$ cat src/hw/irq_ctrl_consts.svh
`ifndef IRQ_CTRL_CONSTS_SVH
`define IRQ_CTRL_CONSTS_SVH

// Register byte offsets on the APB bus
`define OFS_PEND       12'h000
`define OFS_MASK       12'h004
`define OFS_CLEAR      12'h008
`define OFS_SHAPE      12'h00c
`define OFS_FORCE      12'h010
`define OFS_STATUS     12'h014

// Interrupt levels of the fifteen sources
`define NUM_LEVELS     15
`define LVL_NONE       4'h0
`define LVL_HW_ERR     4'h1
`define LVL_EXT0       4'h2
`define LVL_EXT1       4'h3
`define LVL_UARTA      4'h4
`define LVL_UARTB      4'h5
`define LVL_CORR       4'h6
`define LVL_UART_ERR   4'h7
`define LVL_DMA_ERR    4'h8
`define LVL_DMA_TO     4'h9
`define LVL_EXT2       4'ha
`define LVL_EXT3       4'hb
`define LVL_GPT        4'hc
`define LVL_RTC        4'hd
`define LVL_EXT4       4'he
`define LVL_WDOG       4'hf

// Trap types taken on acknowledge
`define TRAP_FIRST     8'h11
`define TRAP_LAST      8'h1f
`define TRAP_LVL_BASE  8'h10

// Shape register fields
`define NUM_EXT        5
`define SHP_POL_LSB    0
`define SHP_EDGE_LSB   5
`define SHP_SEL_LSB    10
`define SHP_SEL_W      3
`define SHP_EN_BIT     13
`define SHP_W          14
`define SHP_RST        14'h0000

// Reset values and the status register ext field position
`define MASK_RST       14'h3fff
`define PEND_RST       15'h0000
`define STAT_EXT_LSB   8

`endif

$ cat src/hw/irq_ctrl_pkg.sv
package irq_ctrl_pkg;
    typedef logic [3:0]  level_t;
    typedef logic [15:1] irq_vec_t;
    typedef logic [2:0]  ext_sel_t;
endpackage : irq_ctrl_pkg

$ cat src/hw/ext_irq_filter.sv
`timescale 1ns/1ps
`default_nettype none
module ext_irq_filter (
    input  wire logic clk_i,
    input  wire logic reset_i,
    input  wire logic line_i,
    input  wire logic active_high_i,
    output logic      set_o,
    output logic      level_o
);
    logic meta_reg;
    logic sync_reg;
    logic ok1_reg;
    logic ok2_reg;
    logic act_d_reg;
    logic filt_d_reg;
    logic act;

    // Pin is asynchronous to the system clock
    always_ff @(posedge clk_i) begin
        if (reset_i) begin
            meta_reg <= 1'b0;
            sync_reg <= 1'b0;
            ok1_reg  <= 1'b0;
            ok2_reg  <= 1'b0;
        end else begin
            meta_reg <= line_i;
            sync_reg <= meta_reg;
            ok1_reg  <= 1'b1;
            ok2_reg  <= ok1_reg;
        end
    end

    // Reset zeros are no pin level; active low would see a false event
    assign act = ok2_reg & (sync_reg == active_high_i);

    always_ff @(posedge clk_i) begin
        if (reset_i) begin
            act_d_reg  <= 1'b0;
            filt_d_reg <= 1'b0;
        end else begin
            act_d_reg  <= act;
            filt_d_reg <= level_o;
        end
    end

    // Two consecutive active cycles before anything is seen
    assign level_o = act & act_d_reg;
    assign set_o   = level_o & ~filt_d_reg;
endmodule : ext_irq_filter
`default_nettype wire

$ cat src/hw/irq_ctrl.sv
`timescale 1ns/1ps
`default_nettype none
`include "irq_ctrl_consts.svh"
module irq_ctrl #(
    parameter int HW_ERR_W = 8
) (
    input  wire logic                CLK_SYS_I,
    input  wire logic                RESET_I,
    input  wire logic                PSEL_I,
    input  wire logic                PENABLE_I,
    input  wire logic                PWRITE_I,
    input  wire logic [11:0]         PADDR_I,
    input  wire logic [31:0]         PWDATA_I,
    output logic      [31:0]         PRDATA_O,
    output logic                     PREADY_O,
    output logic                     PSLVERR_O,
    input  wire logic                WDOG_TIMEOUT_I,
    input  wire logic                RTC_TICK_I,
    input  wire logic                GPT_TICK_I,
    input  wire logic                DMA_TIMEOUT_I,
    input  wire logic                DMA_ACCESS_ERR_I,
    input  wire logic                UART_ERR_I,
    input  wire logic                UARTA_RX_DONE_I,
    input  wire logic                UARTA_TX_DONE_I,
    input  wire logic                UARTB_RX_DONE_I,
    input  wire logic                UARTB_TX_DONE_I,
    input  wire logic                CORR_ERR_I,
    input  wire logic [HW_ERR_W-1:0] HW_ERR_I,
    input  wire logic [HW_ERR_W-1:0] HW_ERR_MASK_I,
    input  wire logic [4:0]          EXT_IRQ_I,
    input  wire logic                INTACK_I,
    input  wire logic [7:0]          TRAP_TYPE_I,
    output logic      [3:0]          REQUEST_LEVEL_OUT_O,
    output logic                     EXT_IRQ_ACK_PULSE_O,
    output logic                     ERROR_HALT_REQ_O
);
    irq_ctrl_pkg::irq_vec_t pend_reg;
    irq_ctrl_pkg::irq_vec_t pend_next;
    logic [14:1]            mask_reg;
    logic [`SHP_W-1:0]      shape_reg;
    irq_ctrl_pkg::level_t   req_reg;
    irq_ctrl_pkg::level_t   req_next;
    logic [31:0]            prdata_reg;
    logic                   ack_pulse_reg;
    logic                   halt_reg;
    logic                   hw_d_reg;

    function automatic irq_ctrl_pkg::level_t prio_level(
        input irq_ctrl_pkg::irq_vec_t v);
        irq_ctrl_pkg::level_t l;
        l = `LVL_NONE;
        for (int i = 1; i <= `NUM_LEVELS; i++) begin
            if (v[i]) begin
                l = 4'(i);
            end
        end
        return l;
    endfunction : prio_level

    function automatic irq_ctrl_pkg::irq_vec_t lvl_onehot(
        input irq_ctrl_pkg::level_t l);
        irq_ctrl_pkg::irq_vec_t v;
        for (int i = 1; i <= `NUM_LEVELS; i++) begin
            v[i] = (l == 4'(i));
        end
        return v;
    endfunction : lvl_onehot

    // Ext input index to its fixed level
    function automatic irq_ctrl_pkg::irq_vec_t ext_spread(
        input logic [4:0] e);
        irq_ctrl_pkg::irq_vec_t v;
        v = `PEND_RST;
        v[`LVL_EXT0] = e[0];
        v[`LVL_EXT1] = e[1];
        v[`LVL_EXT2] = e[2];
        v[`LVL_EXT3] = e[3];
        v[`LVL_EXT4] = e[4];
        return v;
    endfunction : ext_spread

    function automatic irq_ctrl_pkg::level_t ext_level(
        input irq_ctrl_pkg::ext_sel_t s);
        irq_ctrl_pkg::level_t l;
        unique case (s)
            3'h0:    l = `LVL_EXT0;
            3'h1:    l = `LVL_EXT1;
            3'h2:    l = `LVL_EXT2;
            3'h3:    l = `LVL_EXT3;
            3'h4:    l = `LVL_EXT4;
            default: l = `LVL_NONE;
        endcase
        return l;
    endfunction : ext_level

    // APB decode, zero wait states
    logic setup_ph;
    logic access_ph;
    logic wr_en;
    logic hit_pend;
    logic hit_mask;
    logic hit_clear;
    logic hit_shape;
    logic hit_force;
    logic hit_status;
    logic addr_ok;
    logic [31:0] rd_mux;

    assign setup_ph   = PSEL_I & ~PENABLE_I;
    assign access_ph  = PSEL_I & PENABLE_I;
    assign wr_en      = access_ph & PWRITE_I;
    assign hit_pend   = (PADDR_I == `OFS_PEND);
    assign hit_mask   = (PADDR_I == `OFS_MASK);
    assign hit_clear  = (PADDR_I == `OFS_CLEAR);
    assign hit_shape  = (PADDR_I == `OFS_SHAPE);
    assign hit_force  = (PADDR_I == `OFS_FORCE);
    assign hit_status = (PADDR_I == `OFS_STATUS);
    assign addr_ok    = hit_pend | hit_mask | hit_clear | hit_shape
                      | hit_force | hit_status;
    assign PREADY_O   = 1'b1;
    assign PSLVERR_O  = access_ph & ~addr_ok;

    // Shape register fields
    logic [4:0]             pol_high;
    logic [4:0]             edge_mode;
    irq_ctrl_pkg::ext_sel_t ack_sel;
    logic                   ack_en;

    assign pol_high  = shape_reg[`SHP_POL_LSB +: `NUM_EXT];
    assign edge_mode = shape_reg[`SHP_EDGE_LSB +: `NUM_EXT];
    assign ack_sel   = shape_reg[`SHP_SEL_LSB +: `SHP_SEL_W];
    assign ack_en    = shape_reg[`SHP_EN_BIT];

    // External inputs
    logic [4:0] ext_set;
    logic [4:0] ext_act;

    generate
        for (genvar g = 0; g < `NUM_EXT; g++) begin : g_ext
            ext_irq_filter u_filt (
                .clk_i         (CLK_SYS_I),
                .reset_i       (RESET_I),
                .line_i        (EXT_IRQ_I[g]),
                .active_high_i (pol_high[g]),
                .set_o         (ext_set[g]),
                .level_o       (ext_act[g])
            );
        end
    endgenerate

    // Internal sources at their fixed levels
    irq_ctrl_pkg::irq_vec_t int_set;
    logic                   hw_masked_any;
    logic                   hw_rise;

    assign hw_masked_any = |(HW_ERR_I & HW_ERR_MASK_I);
    // Error bits stay set, so only the rise raises level 1
    assign hw_rise = hw_masked_any & ~hw_d_reg;

    assign int_set[`LVL_WDOG]     = WDOG_TIMEOUT_I;
    assign int_set[`LVL_EXT4]     = 1'b0;
    assign int_set[`LVL_RTC]      = RTC_TICK_I;
    assign int_set[`LVL_GPT]      = GPT_TICK_I;
    assign int_set[`LVL_EXT3]     = 1'b0;
    assign int_set[`LVL_EXT2]     = 1'b0;
    assign int_set[`LVL_DMA_TO]   = DMA_TIMEOUT_I;
    assign int_set[`LVL_DMA_ERR]  = DMA_ACCESS_ERR_I;
    assign int_set[`LVL_UART_ERR] = UART_ERR_I;
    assign int_set[`LVL_CORR]     = CORR_ERR_I;
    assign int_set[`LVL_UARTB]    = UARTB_RX_DONE_I
                                  | UARTB_TX_DONE_I;
    assign int_set[`LVL_UARTA]    = UARTA_RX_DONE_I
                                  | UARTA_TX_DONE_I;
    assign int_set[`LVL_EXT1]     = 1'b0;
    assign int_set[`LVL_EXT0]     = 1'b0;
    assign int_set[`LVL_HW_ERR]   = hw_rise;

    // Acknowledge decode
    logic [7:0]             trap_ofs;
    logic                   ack_valid;
    irq_ctrl_pkg::level_t   ack_lvl;

    assign trap_ofs  = TRAP_TYPE_I - `TRAP_LVL_BASE;
    assign ack_valid = INTACK_I && (TRAP_TYPE_I >= `TRAP_FIRST)
                    && (TRAP_TYPE_I <= `TRAP_LAST);
    assign ack_lvl   = trap_ofs[3:0];

    // Pending update; a set always wins over a clear
    irq_ctrl_pkg::irq_vec_t src_set;
    irq_ctrl_pkg::irq_vec_t sw_clr;
    irq_ctrl_pkg::irq_vec_t ack_clr;
    irq_ctrl_pkg::irq_vec_t force_vec;
    irq_ctrl_pkg::irq_vec_t lvl_mask;
    irq_ctrl_pkg::irq_vec_t edge_part;
    irq_ctrl_pkg::irq_vec_t mask_vec;

    assign src_set   = int_set | ext_spread(ext_set);
    assign sw_clr    = (wr_en & hit_clear) ? PWDATA_I[15:1]
                                           : `PEND_RST;
    assign ack_clr   = ack_valid ? lvl_onehot(ack_lvl)
                                 : `PEND_RST;
    assign force_vec = (wr_en & hit_force) ? PWDATA_I[15:1] : `PEND_RST;
    assign lvl_mask  = ext_spread(~edge_mode);
    assign edge_part = (pend_reg & ~(sw_clr | ack_clr))
                     | src_set | force_vec;
    assign pend_next = (edge_part & ~lvl_mask)
                     | ((ext_spread(ext_act) | force_vec)
                        & lvl_mask);
    // Watchdog bit has no mask flop at all
    assign mask_vec  = {1'b0, mask_reg};
    // Recomputed each cycle, so a higher level displaces a lower one
    assign req_next  = prio_level(pend_next & ~mask_vec);

    assign rd_mux = hit_pend   ? {16'h0000, pend_reg, 1'b0} :
                    hit_mask   ? {16'h0000, 1'b0, mask_reg, 1'b0} :
                    hit_shape  ? {18'h00000, shape_reg} :
                    hit_status ? {19'h00000, ext_act, 4'h0, req_reg} :
                    32'h0000_0000;

    always_ff @(posedge CLK_SYS_I) begin
        if (RESET_I) begin
            pend_reg <= `PEND_RST;
            req_reg  <= `LVL_NONE;
        end else begin
            pend_reg <= pend_next;
            req_reg  <= req_next;
        end
    end

    always_ff @(posedge CLK_SYS_I) begin
        if (RESET_I) begin
            mask_reg  <= `MASK_RST;
            shape_reg <= `SHP_RST;
        end else begin
            if (wr_en & hit_mask) begin
                mask_reg <= PWDATA_I[14:1];
            end
            if (wr_en & hit_shape) begin
                shape_reg <= PWDATA_I[`SHP_W-1:0];
            end
        end
    end

    always_ff @(posedge CLK_SYS_I) begin
        if (RESET_I) begin
            prdata_reg    <= 32'h0000_0000;
            ack_pulse_reg <= 1'b0;
            halt_reg      <= 1'b0;
            hw_d_reg      <= 1'b0;
        end else begin
            if (setup_ph) begin
                prdata_reg <= rd_mux;
            end
            ack_pulse_reg <= ack_valid & ack_en
                           & (ack_lvl == ext_level(ack_sel));
            halt_reg <= |(HW_ERR_I & ~HW_ERR_MASK_I);
            hw_d_reg <= hw_masked_any;
        end
    end

    assign PRDATA_O            = prdata_reg;
    assign REQUEST_LEVEL_OUT_O = req_reg;
    assign EXT_IRQ_ACK_PULSE_O = ack_pulse_reg;
    assign ERROR_HALT_REQ_O    = halt_reg;
endmodule : irq_ctrl
`default_nettype wire

$ cat config.mk
export PLATFORM = sky130hd
export DESIGN_NAME = irq_ctrl
export DESIGN_NICKNAME = d
export VERILOG_FILES = /design/src/hw/irq_ctrl_pkg.sv /design/src/hw/ext_irq_filter.sv /design/src/hw/irq_ctrl.sv
export VERILOG_INCLUDE_DIRS = /design/src /design/src/hw
export SDC_FILE = /design/constraint.sdc
export NUM_CORES = 1
export LEC_CHECK = 0
export BUFFER_PORTS_ARGS = -buffer_cell sky130_fd_sc_hd__clkbuf_2
export CORE_MARGIN = 3
export CORE_UTILIZATION = 55
export DETAILED_ROUTE_END_ITERATION = 10
export GPL_TIMING_DRIVEN = 0
export PLACE_DENSITY_LB_ADDON = 0.05
export SLEW_MARGIN = 20
export SYNTH_ARGS = -nofsm -noshare
export SYNTH_HDL_FRONTEND = slang
export SYNTH_SLANG_ARGS = --single-unit
export TNS_END_PERCENT = 20
$ cat constraint.sdc
create_clock -name CLK_SYS_I -period 3.8 [get_ports CLK_SYS_I]
set_input_delay 0.19 -clock CLK_SYS_I [delete_from_list [all_inputs] [get_ports CLK_SYS_I]]
set_output_delay 0.19 -clock CLK_SYS_I [all_outputs]
set_load 0.02 [all_outputs]
==> run summary, run 1 <==
The flow ran to the end, and the final reports show no timing, DRC or antenna violations. Registers take 1760 sq um. The worst-margin pin slew works out to 1.13 ns. In the layout the commonest cells are sky130_fd_sc_hd__clkbuf_2 (94), sky130_fd_sc_hd__dfxtp_1 (88), sky130_fd_sc_hd__nor2_1 (79), sky130_fd_sc_hd__nand2_1 (54), sky130_fd_sc_hd__a21oi_1 (50). Setup violations remaining at the end of the flow were counted as 0.

Gates resized during post-CTS repair numbered 0. Arrival time at the worst endpoint: 2.57 ns. The post-route netlist has 23.0% of its cells at a drive strength greater than 1. The most frequently used flop master after synthesis was sky130_fd_sc_hd__dfxtp_1. For the worst setup path, the data required time is 4.01 ns. Dividing the detail-routed via count by the number of cells gives 5.96. Headroom to the max-slew limit came out at 24.3%. The count of input and output buffers was 94; the sequential-to-total area share from yosys stat was 41.3%. Synthesis-stage register bit count: 88.

No sink is reached through more buffers than the 2 on the longest clock path. The tools report the initial antenna violation count as 0. The worst setup path is captured at a flop.

In this run the worst path has a maximum fanout of 10. For the floorplan core area, the log shows 7370 sq um. The via count of the first global-routing pass is 3980, and the summed instance area of the synthesized netlist is 4260 sq um. The run gives 14100 microns as the routed wire length. The number of CTS-inserted buffers is 9, and the max-capacitance violation count is 0. Cells fill 69.3% of the core in the end.

The maximum frequency from static timing analysis is 0.425 GHz, and the number of enable flip-flop cells after synthesis is 0. Adding up every negative setup slack in the final design gives 0 ns. The routability-driven placement congestion ratio came out at 0.993.

Entering global routing, the biggest net connects 16 pins. The post-CTS clock slew at the launch and capture registers of the worst setup and hold paths was 0.09 ns; the distinct cell type count of the synthesized netlist was 68. Before antenna repair, the detailed router went through 6 iterations. The tools report the final number of hold-violating endpoints as 0. For this design the ratio of total power to cell area is 366 nW/um^2. Global routing used 31.7% of the available tracks.

The total number of clock tree sinks was 88; the estimated wirelength of the detail-placed design was 10700 microns. The tools report the root buffer cell as sky130_fd_sc_hd__clkbuf_8. The initialized floorplan defines 31 standard-cell rows. The final clock period utilization by the worst path was 61.9%; the combined area of the multi-input logic cells was 2240 sq um. The count of nets left with antenna violations once routing finished came out at 0. The worst setup path is launched from an input port. The run gives 0 as the number of warnings reported in the yosys synthesis log. Buffers inserted to repair hold after CTS numbered 0. Before CTS, the worst setup slack after placement is 1.17 ns. The die is 94.0 microns wide. In this run the count of I/O pins placed on the die edge is 130. The clock network latency to the later pin of the worst-skew pair was 0.36 ns.

The run gives 0 as the final count of pins violating max slew. For this run, design rule violations remaining after detail routing come to 0. The run gives 0.00920 ns as the worst clock skew. The H-tree was split into 3 levels. The floorplan step set the die height to 94.0 microns. Once the floorplan was initialized, standard cells occupied 57.8% of the core. The smallest clock period supported by the final layout is computed as 2.35 ns.

The tightest hold margin was 0.0385 ns. In the post-route analysis, the smallest setup slack over all paths is 1.45 ns. The worst hold path belongs to the class input port to flop. The number of placed instances, taps included is 736, and the total grt overflow is 0. For this design the static power due to leakage is 2.18 nW. Average cell area after synthesis: 8.07 sq um. The number of antenna diodes in the final layout is 0.

Leaving out filler cells and counting taps, the final layout contains 752. The relative area change from synthesis to final layout is 19.8%. The share of flip-flops with an asynchronous set or reset is 0%. Post-CTS timing repair inserted 0 buffers for setup. The area of the die was 8840 sq um; the first-pass GRT wire length was 21000 microns. The class of the most critical setup path was input port to flop. TritonCTS built the clock tree. The library cell used most frequently in the layout, excluding fill and tap cells, is sky130_fd_sc_hd__clkbuf_2. The number of fillers in the final layout was 651. Setup repair after global routing left no endpoint under its margin.

The net count of the finished layout is 738. Dividing the detail-routed wire length by the instance count gives 18.7 microns. The total via count after detailed routing is 4481. The number of flip-flops under the largest register name came out at 16. For this block, the initial DRC count from the detailed router was 398. For the worst-case vdd ir drop, the log shows 273 uV.

The instance count of the mapped netlist came out at 528.
## Yosys cell counts (3+ instances only)
cell | number | area (sq um)
sky130_fd_sc_hd__o311ai_0 | 6 | 52.6
sky130_fd_sc_hd__xor2_1 | 4 | 35.0
sky130_fd_sc_hd__o31ai_1 | 6 | 45.0
sky130_fd_sc_hd__nor2b_1 | 13 | 81.3
sky130_fd_sc_hd__buf_2 | 6 | 30.0
sky130_fd_sc_hd__nand3_1 | 3 | 15.0
sky130_fd_sc_hd__a211oi_1 | 8 | 60.1
sky130_fd_sc_hd__nor2_1 | 79 | 297
sky130_fd_sc_hd__and4_1 | 4 | 35.0
sky130_fd_sc_hd__o21ai_0 | 24 | 120
sky130_fd_sc_hd__nor4_1 | 4 | 25.0
sky130_fd_sc_hd__a22oi_1 | 5 | 37.5
sky130_fd_sc_hd__and2_1 | 6 | 37.5
sky130_fd_sc_hd__buf_4 | 18 | 135
sky130_fd_sc_hd__nand2_1 | 54 | 203
sky130_fd_sc_hd__or2_2 | 4 | 25.0
sky130_fd_sc_hd__a21o_1 | 9 | 67.6
sky130_fd_sc_hd__o22ai_1 | 9 | 56.3
sky130_fd_sc_hd__nand4_1 | 5 | 31.3
sky130_fd_sc_hd__o21bai_1 | 4 | 30.0
sky130_fd_sc_hd__buf_6 | 3 | 33.8
sky130_fd_sc_hd__inv_1 | 15 | 56.3
sky130_fd_sc_hd__a221oi_1 | 9 | 78.8
sky130_fd_sc_hd__o211ai_1 | 3 | 22.5
sky130_fd_sc_hd__o21ai_1 | 10 | 50.1
sky130_fd_sc_hd__and3_1 | 3 | 18.8
sky130_fd_sc_hd__nand2b_1 | 4 | 25.0
sky130_fd_sc_hd__a311oi_1 | 7 | 61.3
sky130_fd_sc_hd__a21oi_1 | 50 | 250
sky130_fd_sc_hd__nor3_1 | 6 | 30.0
sky130_fd_sc_hd__clkbuf_1 | 16 | 60.1
sky130_fd_sc_hd__dfxtp_1 | 88 | 1760
## critical path, cell delays in order
cell and delay (ns):
sky130_fd_sc_hd__clkbuf_2 0.15, sky130_fd_sc_hd__nor4b_1 0.40, sky130_fd_sc_hd__and4_1 0.45, sky130_fd_sc_hd__buf_6 0.22, sky130_fd_sc_hd__a21oi_1 0.10, sky130_fd_sc_hd__o21bai_1 0.37
sky130_fd_sc_hd__o21ai_0 0.20, sky130_fd_sc_hd__o311ai_0 0.36, sky130_fd_sc_hd__a21oi_1 0.13
## per-layer routing
metal | vias up | part of all wire [%] | global-route usage, %
met5 | - | 0 | 0
met4 | 0 | 2.4 | 10.5
met3 | 33 | 13 | 8.97
met2 | 317 | 45 | 50.7
met1 | 2030 | 39 | 41.1
li1 | 2101 | - | -
## cell families (layout without fill, tap and decap cells)
group | count (synthesis) | after routing | synth area share (%)
AOI/OAI and AO/OA | 167 | 167 | 25.4
and+or+nand+nor | 205 | 205 | 24.1
xor gates and xnor gates | 6 | 6 | 1.23
DFF | 88 | 88 | 41.3
buffers and inverters | 59 | 169 | 7.48
other | 2 | 17 | 0.176
muxes | 1 | 1 | 0.235
## through the flow
step / total power [mW] / cell area (sq um)
global route: 1.92 / 5110
detailed placement: 1.22 / 4910
finish: 1.87 / 5110
floorplan: 1.12 / 4320
global placement: 1.21 / 4910
CTS: 1.86 / 5110
## path summary, 6_finish.rpt
check                                            from                                  end  slack [ns]  cells past startpoint
setup / recovery                           PADDR_I[4]    REQUEST_LEVEL_OUT_O[1]$_SDFF_PP0_        1.45                      9
hold / removal                           EXT_IRQ_I[4]  g_ext[4].u_filt.meta_reg$_SDFF_PP0_        0.04                      2
setup reg to reg            shape_reg[0]$_SDFFE_PP0P_    REQUEST_LEVEL_OUT_O[0]$_SDFF_PP0_        1.54                      7
hold reg to reg   g_ext[2].u_filt.meta_reg$_SDFF_PP0_  g_ext[2].u_filt.sync_reg$_SDFF_PP0_        0.44                      1
## cell type report
cell class | instances | area share (%)
Buffer | 44 | 5.14
Tap cell | 99 | 2.42
Timing Repair Buffer | 94 | 9.21
Clock inverter | 6 | 1.32
Clock buffer | 10 | 2.50
Sequential cell | 88 | 34.5
Multi-Input combinational cell | 396 | 43.8
Inverter | 15 | 1.10
## where the power goes
group,switching (mW),internal [mW],total (mW)
clock,0.357,0.308,0.665
sequential,0.0163,0.952,0.968
combinational,0.144,0.0905,0.234
(Power assumes the default switching activity.)
==> inputs of run 2 (changes only) <==
--- a/config.mk
+++ b/config.mk
@@ -8,7 +8,7 @@
 export LEC_CHECK = 0
 export BUFFER_PORTS_ARGS = -buffer_cell sky130_fd_sc_hd__clkbuf_2
 export CORE_MARGIN = 3
-export CORE_UTILIZATION = 55
+export CORE_UTILIZATION = 52
 export DETAILED_ROUTE_END_ITERATION = 10
 export GPL_TIMING_DRIVEN = 0
 export PLACE_DENSITY_LB_ADDON = 0.05
==> constraint.sdc (replaced) <==
create_clock -name CLK_SYS_I -period 2.38 [get_ports CLK_SYS_I]
set_input_delay 0.119 -clock CLK_SYS_I [delete_from_list [all_inputs] [get_ports CLK_SYS_I]]
set_output_delay 0.119 -clock CLK_SYS_I [all_outputs]
set_load 0.02 [all_outputs]
==> run 2 against run 1 <==
Against the previous run:
- sequential power grew 59%
- non-clock buffer count increased by 4
- largest power group unchanged
- largest cell class unchanged
- sequential cell count is the same
==> run summary, run 2 (synthesized netlist as in run 1, its figures left out) <==
The largest stage delay on the critical path was 0.40 ns (-0.05 ns); the count of input and output buffers was 94 (unchanged). The number of placed instances, taps included was 739 (+0.41%). The pin count of the biggest net entering global routing was 16 (unchanged); the initial detailed-routing violation count was 404 (+1.5%). The final number of hold-violating endpoints came out at 0 (unchanged). The die boundary width was 96.5 microns (+2.7%); the final total power was 2.90 mW (+55%). The run gives 6000 microns (+8.0%) as the met1 routed wirelength after detailed routing. Dividing the final minimum period by the clock period gives 90.9%. For the initial antenna violation count, the log shows 0 (unchanged). The met2 layer wire length in the routed design was 6320 microns (about the same). Signal routing reaches up to met4.

The first-pass GRT wire length came out at 21900 microns (+4.1%). The wire length on met3 is 1450 microns (-23%), and the floorplan core area is 7850 sq um (+6.5%). The setup total negative slack came out at 0 ns (unchanged). For the post-route DRC violation count, the log shows 0 (unchanged). The maximum frequency from static timing analysis was 0.462 GHz; the vertical die dimension was 96.5 microns (+2.7%). For the initial core utilization, the log shows 54.3% (-3.5 points). The estimated wirelength of the detail-placed design is 10900 microns (+2.3%). The worst-case vdd ir drop came out at 354 uV (+30%). The library cells used most frequently in the layout, excluding fill and tap cells, are sky130_fd_sc_hd__clkbuf_2 (94), sky130_fd_sc_hd__dfxtp_1 (88), sky130_fd_sc_hd__nor2_1 (79), sky130_fd_sc_hd__nand2_1 (54), sky130_fd_sc_hd__a21oi_1 (50).

The final-stage net count was 742 (+0.54%); the maximum fanout along the worst path was 3 (-7). Post-layout worst setup margin: 0.216 ns (-1.23 ns). The run gives 32 (+3.2%) as the number of placement rows. The number of top-level pins is 130 (unchanged). The cell that appears most often on the critical path is sky130_fd_sc_hd__a211oi_1. The run gives 0 (unchanged) as the number of endpoints failing setup at the final stage. The run gives 9 (unchanged) as the number of CTS-inserted buffers.

The cell depth of the worst flop-to-flop path came out at 7 (unchanged). The max-capacitance violation count was 0 (unchanged). Traced cell by cell, the critical path runs through xor2_1 > a211oi_1 > a21o_1 > o21ba_2 > o311ai_0 > a211oi_1 > nor3_1.

The post-CTS clock slew at the launch and capture registers of the worst setup and hold paths works out to 0.09 ns (about the same). The total stage count of the critical path is 7 (-2). TritonCTS built the clock tree. For the worst clock skew, the log shows 0.0131 ns (+0.00389 ns).

For the via count of the first global-routing pass, the log shows 4047 (+1.7%). Leading cell type in the layout, fill and taps excluded: sky130_fd_sc_hd__clkbuf_2. The total via count after detailed routing came out at 4462 (-0.42%). The routability-driven placement congestion ratio came out at 0.947 (-4.7%). The run finished with clean final reports.

Routed length per placed instance: 19.0 microns (+1.2%). The number of optimization iterations in the first detailed-route pass was 5 (-1); the buffer levels on the longest clock path was 2 (unchanged). The tools report the required time of the critical path as 2.61 ns (-1.40 ns). The tools report the arrival time at the worst endpoint as 2.40 ns (-0.17 ns). The leakage power figure is 2.18 nW (about the same). The antenna diode count is 0 (unchanged). The worst setup path is captured at a flop. The final count of pins violating max slew is 0 (unchanged), and the final critical delay including setup and external delays is 2.16 ns. The routed wire length is 14400 microns (+2.1%), and the worst-margin pin slew is 0.985 ns (-0.141 ns). The area of the die was 9320 sq um (+5.4%); the fraction of layout instances using a drive strength above 1 was 23.3% (+0.32 points). The logs give 0 (unchanged) for the post-CTS setup repair buffer count and 0 (unchanged) for the remaining antenna violation count after routing. The run gives 0.36 ns (about the same) as the clock network latency to the later pin of the worst-skew pair. Setup repair after global routing left no endpoint under its margin. The total grt overflow was 0 (unchanged); the critical path buffer and inverter count was 0 (-2). The tools report the pre-CTS worst setup slack as -0.168 ns (-1.34 ns).

The tools report the count of placed standard cells in the final layout, fillers left out as 759 (+0.93%). The class of the most critical setup path was flop to flop. The total number of clock tree sinks came out at 88 (unchanged).

The root buffer cell chosen for the clock tree is sky130_fd_sc_hd__clkbuf_8. The startpoint type of the worst setup path was a flop. The number of flip-flops under the largest register name is 16 (unchanged), and the worst relative slew slack is 33.7% (+9.5 points). The number of vias per cell is 5.88 (-1.3%).

The slowest stage of the critical path belongs to the cell sky130_fd_sc_hd__dfxtp_1. The overall track demand over capacity in global routing is 31.7% (about the same). The cell type group with the largest total delay on the critical path is compound AO/OA/AOI/OAI gates. The number of cells on the worst hold path was 2 (unchanged); the H-tree depth was 3 (unchanged).

Compared with the post-synthesis result, the final layout area differs by 20.8%. The power density over cell area is 563 nW/um^2 (+54%). The worst hold path belongs to the class input port to flop.
[run 2: through the flow]
stage	cell area, sq um	hold slack [ns]	util [%]
final	5150	0.000520	65.6
after global routing	5150	0.00713	65.6
after CTS	5140	0.000941	65.4
after detailed placement	4920	0.338	62.7
after global placement	4920	0.326	62.7
after floorplan	4320	0.247	-
[run 2: worst reg2reg max path: cells and delay by family (launching register included)]
family                    cells  cell delay, ns
AOI/OAI and AO/OA             5            0.96
DFF                           1            0.40
xor gates and xnor gates      1            0.35
and+or+nand+nor               1            0.34
[run 2: layout make-up]
class                           instances  area (sq um)
Fill cell                             742          2700
Multi-Input combinational cell        396          2250
Sequential cell                        88          1760
Timing Repair Buffer                   98           510
Buffer                                 44           263
Clock buffer                           11           141
Tap cell                              102           128
Inverter                               15          56.3
Clock inverter                          5          37.5
[run 2: where the power goes]
part	switching (mW)	internal (mW)
combinational	0.232	0.149
sequential	0.0246	1.52
clock	0.556	0.415
[run 2: per-layer routing]
metal,vias to the layer above,GRT usage (%)
li1,2109,-
met1,2037,43.6
met2,274,48.7
met3,42,5.42
met4,0,14.4
met5,-,0
[run 2: path summary, 6_finish.rpt]
check | startpoint | endpoint | slack, ns
setup / recovery | shape_reg[0]$_SDFFE_PP0P_ | REQUEST_LEVEL_OUT_O[0]$_SDFF_PP0_ | 0.22
hold / removal | EXT_IRQ_I[1] | g_ext[1].u_filt.meta_reg$_SDFF_PP0_ | 0.0005
setup reg to reg | shape_reg[0]$_SDFFE_PP0P_ | REQUEST_LEVEL_OUT_O[0]$_SDFF_PP0_ | 0.22
hold reg to reg | g_ext[0].u_filt.meta_reg$_SDFF_PP0_ | g_ext[0].u_filt.sync_reg$_SDFF_PP0_ | 0.44
[run 2: repair_timing]
item | 4_1_cts | 5_1_grt
endpoints found under the hold margin | 4 | 0
resized for setup | 0 | 3
setup endpoints to repair | 0 | 4
hold buffers | 4 | 0
==> inputs of run 3 (changes only) <==
--- a/config.mk
+++ b/config.mk
@@ -8,7 +8,7 @@
 export LEC_CHECK = 0
 export BUFFER_PORTS_ARGS = -buffer_cell sky130_fd_sc_hd__clkbuf_2
 export CORE_MARGIN = 3
-export CORE_UTILIZATION = 52
+export CORE_UTILIZATION = 34
 export DETAILED_ROUTE_END_ITERATION = 10
 export GPL_TIMING_DRIVEN = 0
 export PLACE_DENSITY_LB_ADDON = 0.05
==> run 3 against run 2 <==
Against the previous run:
- the run now ends with negative hold slack left
- final cell count increased by 8.8%
- clock power increased by 42%
- sequential power about the same
- global-route usage decreased by 9.5 points
==> run summary, run 3 (synthesized netlist as in run 1, its figures left out) <==
The worst register-to-register path ends at REQUEST_LEVEL_OUT_O[0]$_SDFF_PP0_. TritonCTS built the clock tree. Combinational fraction of design power: 11.7% (-1.5 points). The run gives 826 (+8.8%) as the count of placed standard cells in the final layout, fillers left out. The initial detailed-routing violation count is 290 (-28%), and the number of optimization iterations in the first detailed-route pass is 5 (unchanged). By instance count, the cell type seen most on the critical path is sky130_fd_sc_hd__a211oi_1.

For the routability-driven placement congestion ratio, the log shows 0.977 (+3.2%). The worst setup path is launched from a flop. The post-route DRC violation count came out at 0 (unchanged).

Leaving out fill and tap cells, the most frequent cells in the layout are sky130_fd_sc_hd__clkbuf_2 (94), sky130_fd_sc_hd__dfxtp_1 (88), sky130_fd_sc_hd__nor2_1 (79), sky130_fd_sc_hd__nand2_1 (54), sky130_fd_sc_hd__a21oi_1 (50). The class of the most critical setup path is flop to flop. Setup repair after global routing left no endpoint under its margin. The estimated wirelength of the detail-placed design is 11900 microns (+8.6%), and the tightest hold margin is -0.00262 ns (-0.00314 ns).

The count of input and output buffers was 94 (unchanged); the final critical delay including setup and external delays was 2.18 ns (+0.0168 ns). Worst-margin pin slew: 1.02 ns (+0.0383 ns). The area of the die was 13900 sq um (+49%). The run gives 4386 (-1.7%) as the total via count after detailed routing. Tracing the worst setup path back leads to its startpoint at shape_reg[0]$_SDFFE_PP0P_. The remaining antenna violation count after routing was 0 (unchanged). The worst relative slew slack is 31.2% (-2.6 points), and the cell depth of the worst flop-to-flop path is 7 (unchanged). The floorplan core area is 12100 sq um (+54%).

The run finished, with violations left. For the setup total negative slack, the log shows 0 ns (unchanged). The post-CTS clock slew at the launch and capture registers of the worst setup and hold paths was 0.06 ns (-0.03 ns); the post-CTS setup repair buffer count was 0 (unchanged). The final total power came out at 3.31 mW (+14%).

The fraction of layout instances using a drive strength above 1 was 23.3% (-0.035 points); the number of flip-flops under the largest register name was 16 (unchanged). The tools report the clock network latency to the later pin of the worst-skew pair as 0.35 ns (about the same). The worst setup path is captured at a flop. Root buffer cell: sky130_fd_sc_hd__clkbuf_16. Initial antenna violation count: 0 (unchanged).

The run gives 5000 sq um (+1.7%) as the instance area after placement. Number of placement rows: 40 (+25%). The minimum setup slack among reg-to-reg paths is 0.20 ns (-0.02 ns), and the number of placed instances, taps included is 805 (+8.9%). The critical path goes through xor2_1 > a211oi_1 > a21o_1 > o21ba_2 > o311ai_0 > a211oi_1 > nor3_1. The total grt overflow was 0 (unchanged); the relative contribution of the clock network to total power was 41.6% (+8.1 points). The initial core utilization was 35.2% (-19 points); the routed length per placed instance was 18.9 microns (-0.21%). The maximum fanout along the worst path works out to 3 (unchanged). The power density over cell area was 619 nW/um^2 (+10%); the number of endpoints failing setup at the final stage was 0 (unchanged). The slowest stage of the critical path is the sky130_fd_sc_hd__dfxtp_1 cell. The largest stage delay on the critical path is 0.37 ns (-0.03 ns). The area growth from synthesis to layout is 25.6%. The logs give 849 uW (+4.5%) for the switching power summed over all nets and 308 uV (-13%) for the worst-case vdd ir drop.

The H-tree depth is 3 (unchanged). The arrival time at the worst endpoint is 2.40 ns (about the same), and the final count of pins violating max slew is 0 (unchanged). The startpoint identified for the worst register-to-register timing path is shape_reg[0]$_SDFFE_PP0P_. The internal power contribution is 2.46 mW (+18%).

The logs give 9 (unchanged) for the number of CTS-inserted buffers and 1 (+1) for the final number of hold-violating endpoints. The run gives 0 (unchanged) as the antenna diode count. The last element of the critical path is REQUEST_LEVEL_OUT_O[0]$_SDFF_PP0_. The logs give 1288 (+74%) for the number of fillers in the final layout and 46.7% (-6.6 points) for the portion of total power attributed to sequential cells. The logs give 14 (-2) for the pin count of the biggest net entering global routing and 2 (unchanged) for the buffer levels on the longest clock path. The final-stage net count is 743 (+0.13%), and the number of top-level pins is 130 (unchanged). The overall track demand over capacity in global routing is 22.2% (-9.5 points). The run gives 2.23 nW (+2.3%) as the leakage power figure. The library cell used most frequently in the layout, excluding fill and tap cells, is sky130_fd_sc_hd__clkbuf_2.

The vertical die dimension is 118 microns (+22%). The routed wire length was 15600 microns (+8.6%); the die boundary width was 118 microns (+22%). The number of vias per cell was 5.31 (-9.7%). The total number of clock tree sinks came out at 88 (unchanged). The final clock period utilization by the worst path works out to 91.6% (+0.71 points).

The maximum frequency from static timing analysis is 0.458 GHz (-0.77%), and the worst clock skew is 0.00779 ns (-0.00530 ns). The first-pass GRT wire length is 23400 microns (+7.1%), and the max-capacitance violation count is 0 (unchanged). The net switching fraction of the power was 25.6% (-2.4 points).

The tightest min-delay check is of the input port to flop type. The finished layout cell area was 5350 sq um (+4.0%). The tools report the via count of the first global-routing pass as 4058 (+0.27%).

The checks that failed: negative hold slack. For the required time of the critical path, the log shows 2.60 ns (about the same).
-- run 3: changes by cell type in the layout (fill, tap and decap cells not counted), sizes merged --
cell	delta
clkbuf	+3
inv	-2
clkinvlp	-1
dlygate4sd3	+1
-- run 3: cell type report --
cell class / instances / area, sq um / share of cell area (%)
repair buffers: 99 / 520 / 9.72
multi-input cells: 396 / 2250 / 42.1
clock buffers: 14 / 274 / 5.12
inverters: 15 / 56.3 / 1.05
plain buffers: 44 / 263 / 4.91
clock inverters: 2 / 12.5 / 0.234
well taps: 168 / 210 / 3.93
flip-flops and latches: 88 / 1760 / 32.9
-- run 3: per-layer routing --
metal	track usage [%]	part of all wire, %	vias up
li1	-	-	2112
met1	30.1	45	2055
met2	35.0	44	201
met3	5.48	8.4	18
met4	6.67	1.8	0
met5	0	0	-
-- run 3: power by group through the flow --
stage	combinational [mW]	clock [mW]	sequential (mW)
after floorplan	0.186	0	1.60
after global placement	0.373	0	1.58
after detailed placement	0.379	0	1.58
after CTS	0.387	1.40	1.55
after global routing	0.423	1.46	1.55
final	0.388	1.38	1.55
-- run 3: critical path, delay by kind of cell (launching register included) --
kind,cells,cell delay [ns]
compound gates,5,0.97
xor+xnor,1,0.33
flops,1,0.37
simple gates,1,0.37
-- run 3: what timing repair did --
| action | in CTS | in global routing |
|---|---|---|
| hold endpoints to repair | 5 | 0 |
| resized for setup | 0 | 5 |
| setup endpoints to repair | 0 | 1 |
| hold buffers | 5 | 0 |
-- run 3: how the worst min path moves through the flow --
stage | end | start | cells past startpoint
finish | g_ext[4].u_filt.meta_reg$_SDFF_PP0_ | EXT_IRQ_I[4] | 2
global route | g_ext[4].u_filt.meta_reg$_SDFF_PP0_ | EXT_IRQ_I[4] | 2
detailed placement | g_ext[1].u_filt.meta_reg$_SDFF_PP0_ | EXT_IRQ_I[1] | 2
floorplan | g_ext[0].u_filt.meta_reg$_SDFF_PP0_ | EXT_IRQ_I[0] | 1
CTS | g_ext[4].u_filt.meta_reg$_SDFF_PP0_ | EXT_IRQ_I[4] | 2
global placement | g_ext[2].u_filt.meta_reg$_SDFF_PP0_ | EXT_IRQ_I[2] | 2
-- run 3: stage by stage --
stage | util [%] | worst slack [ns]
after floorplan | - | 0.391
after global placement | 41.3 | -0.251
after detailed placement | 41.3 | -0.210
after CTS | 44.1 | 0.119
after global routing | 44.2 | 0.0419
final | 44.2 | 0.199
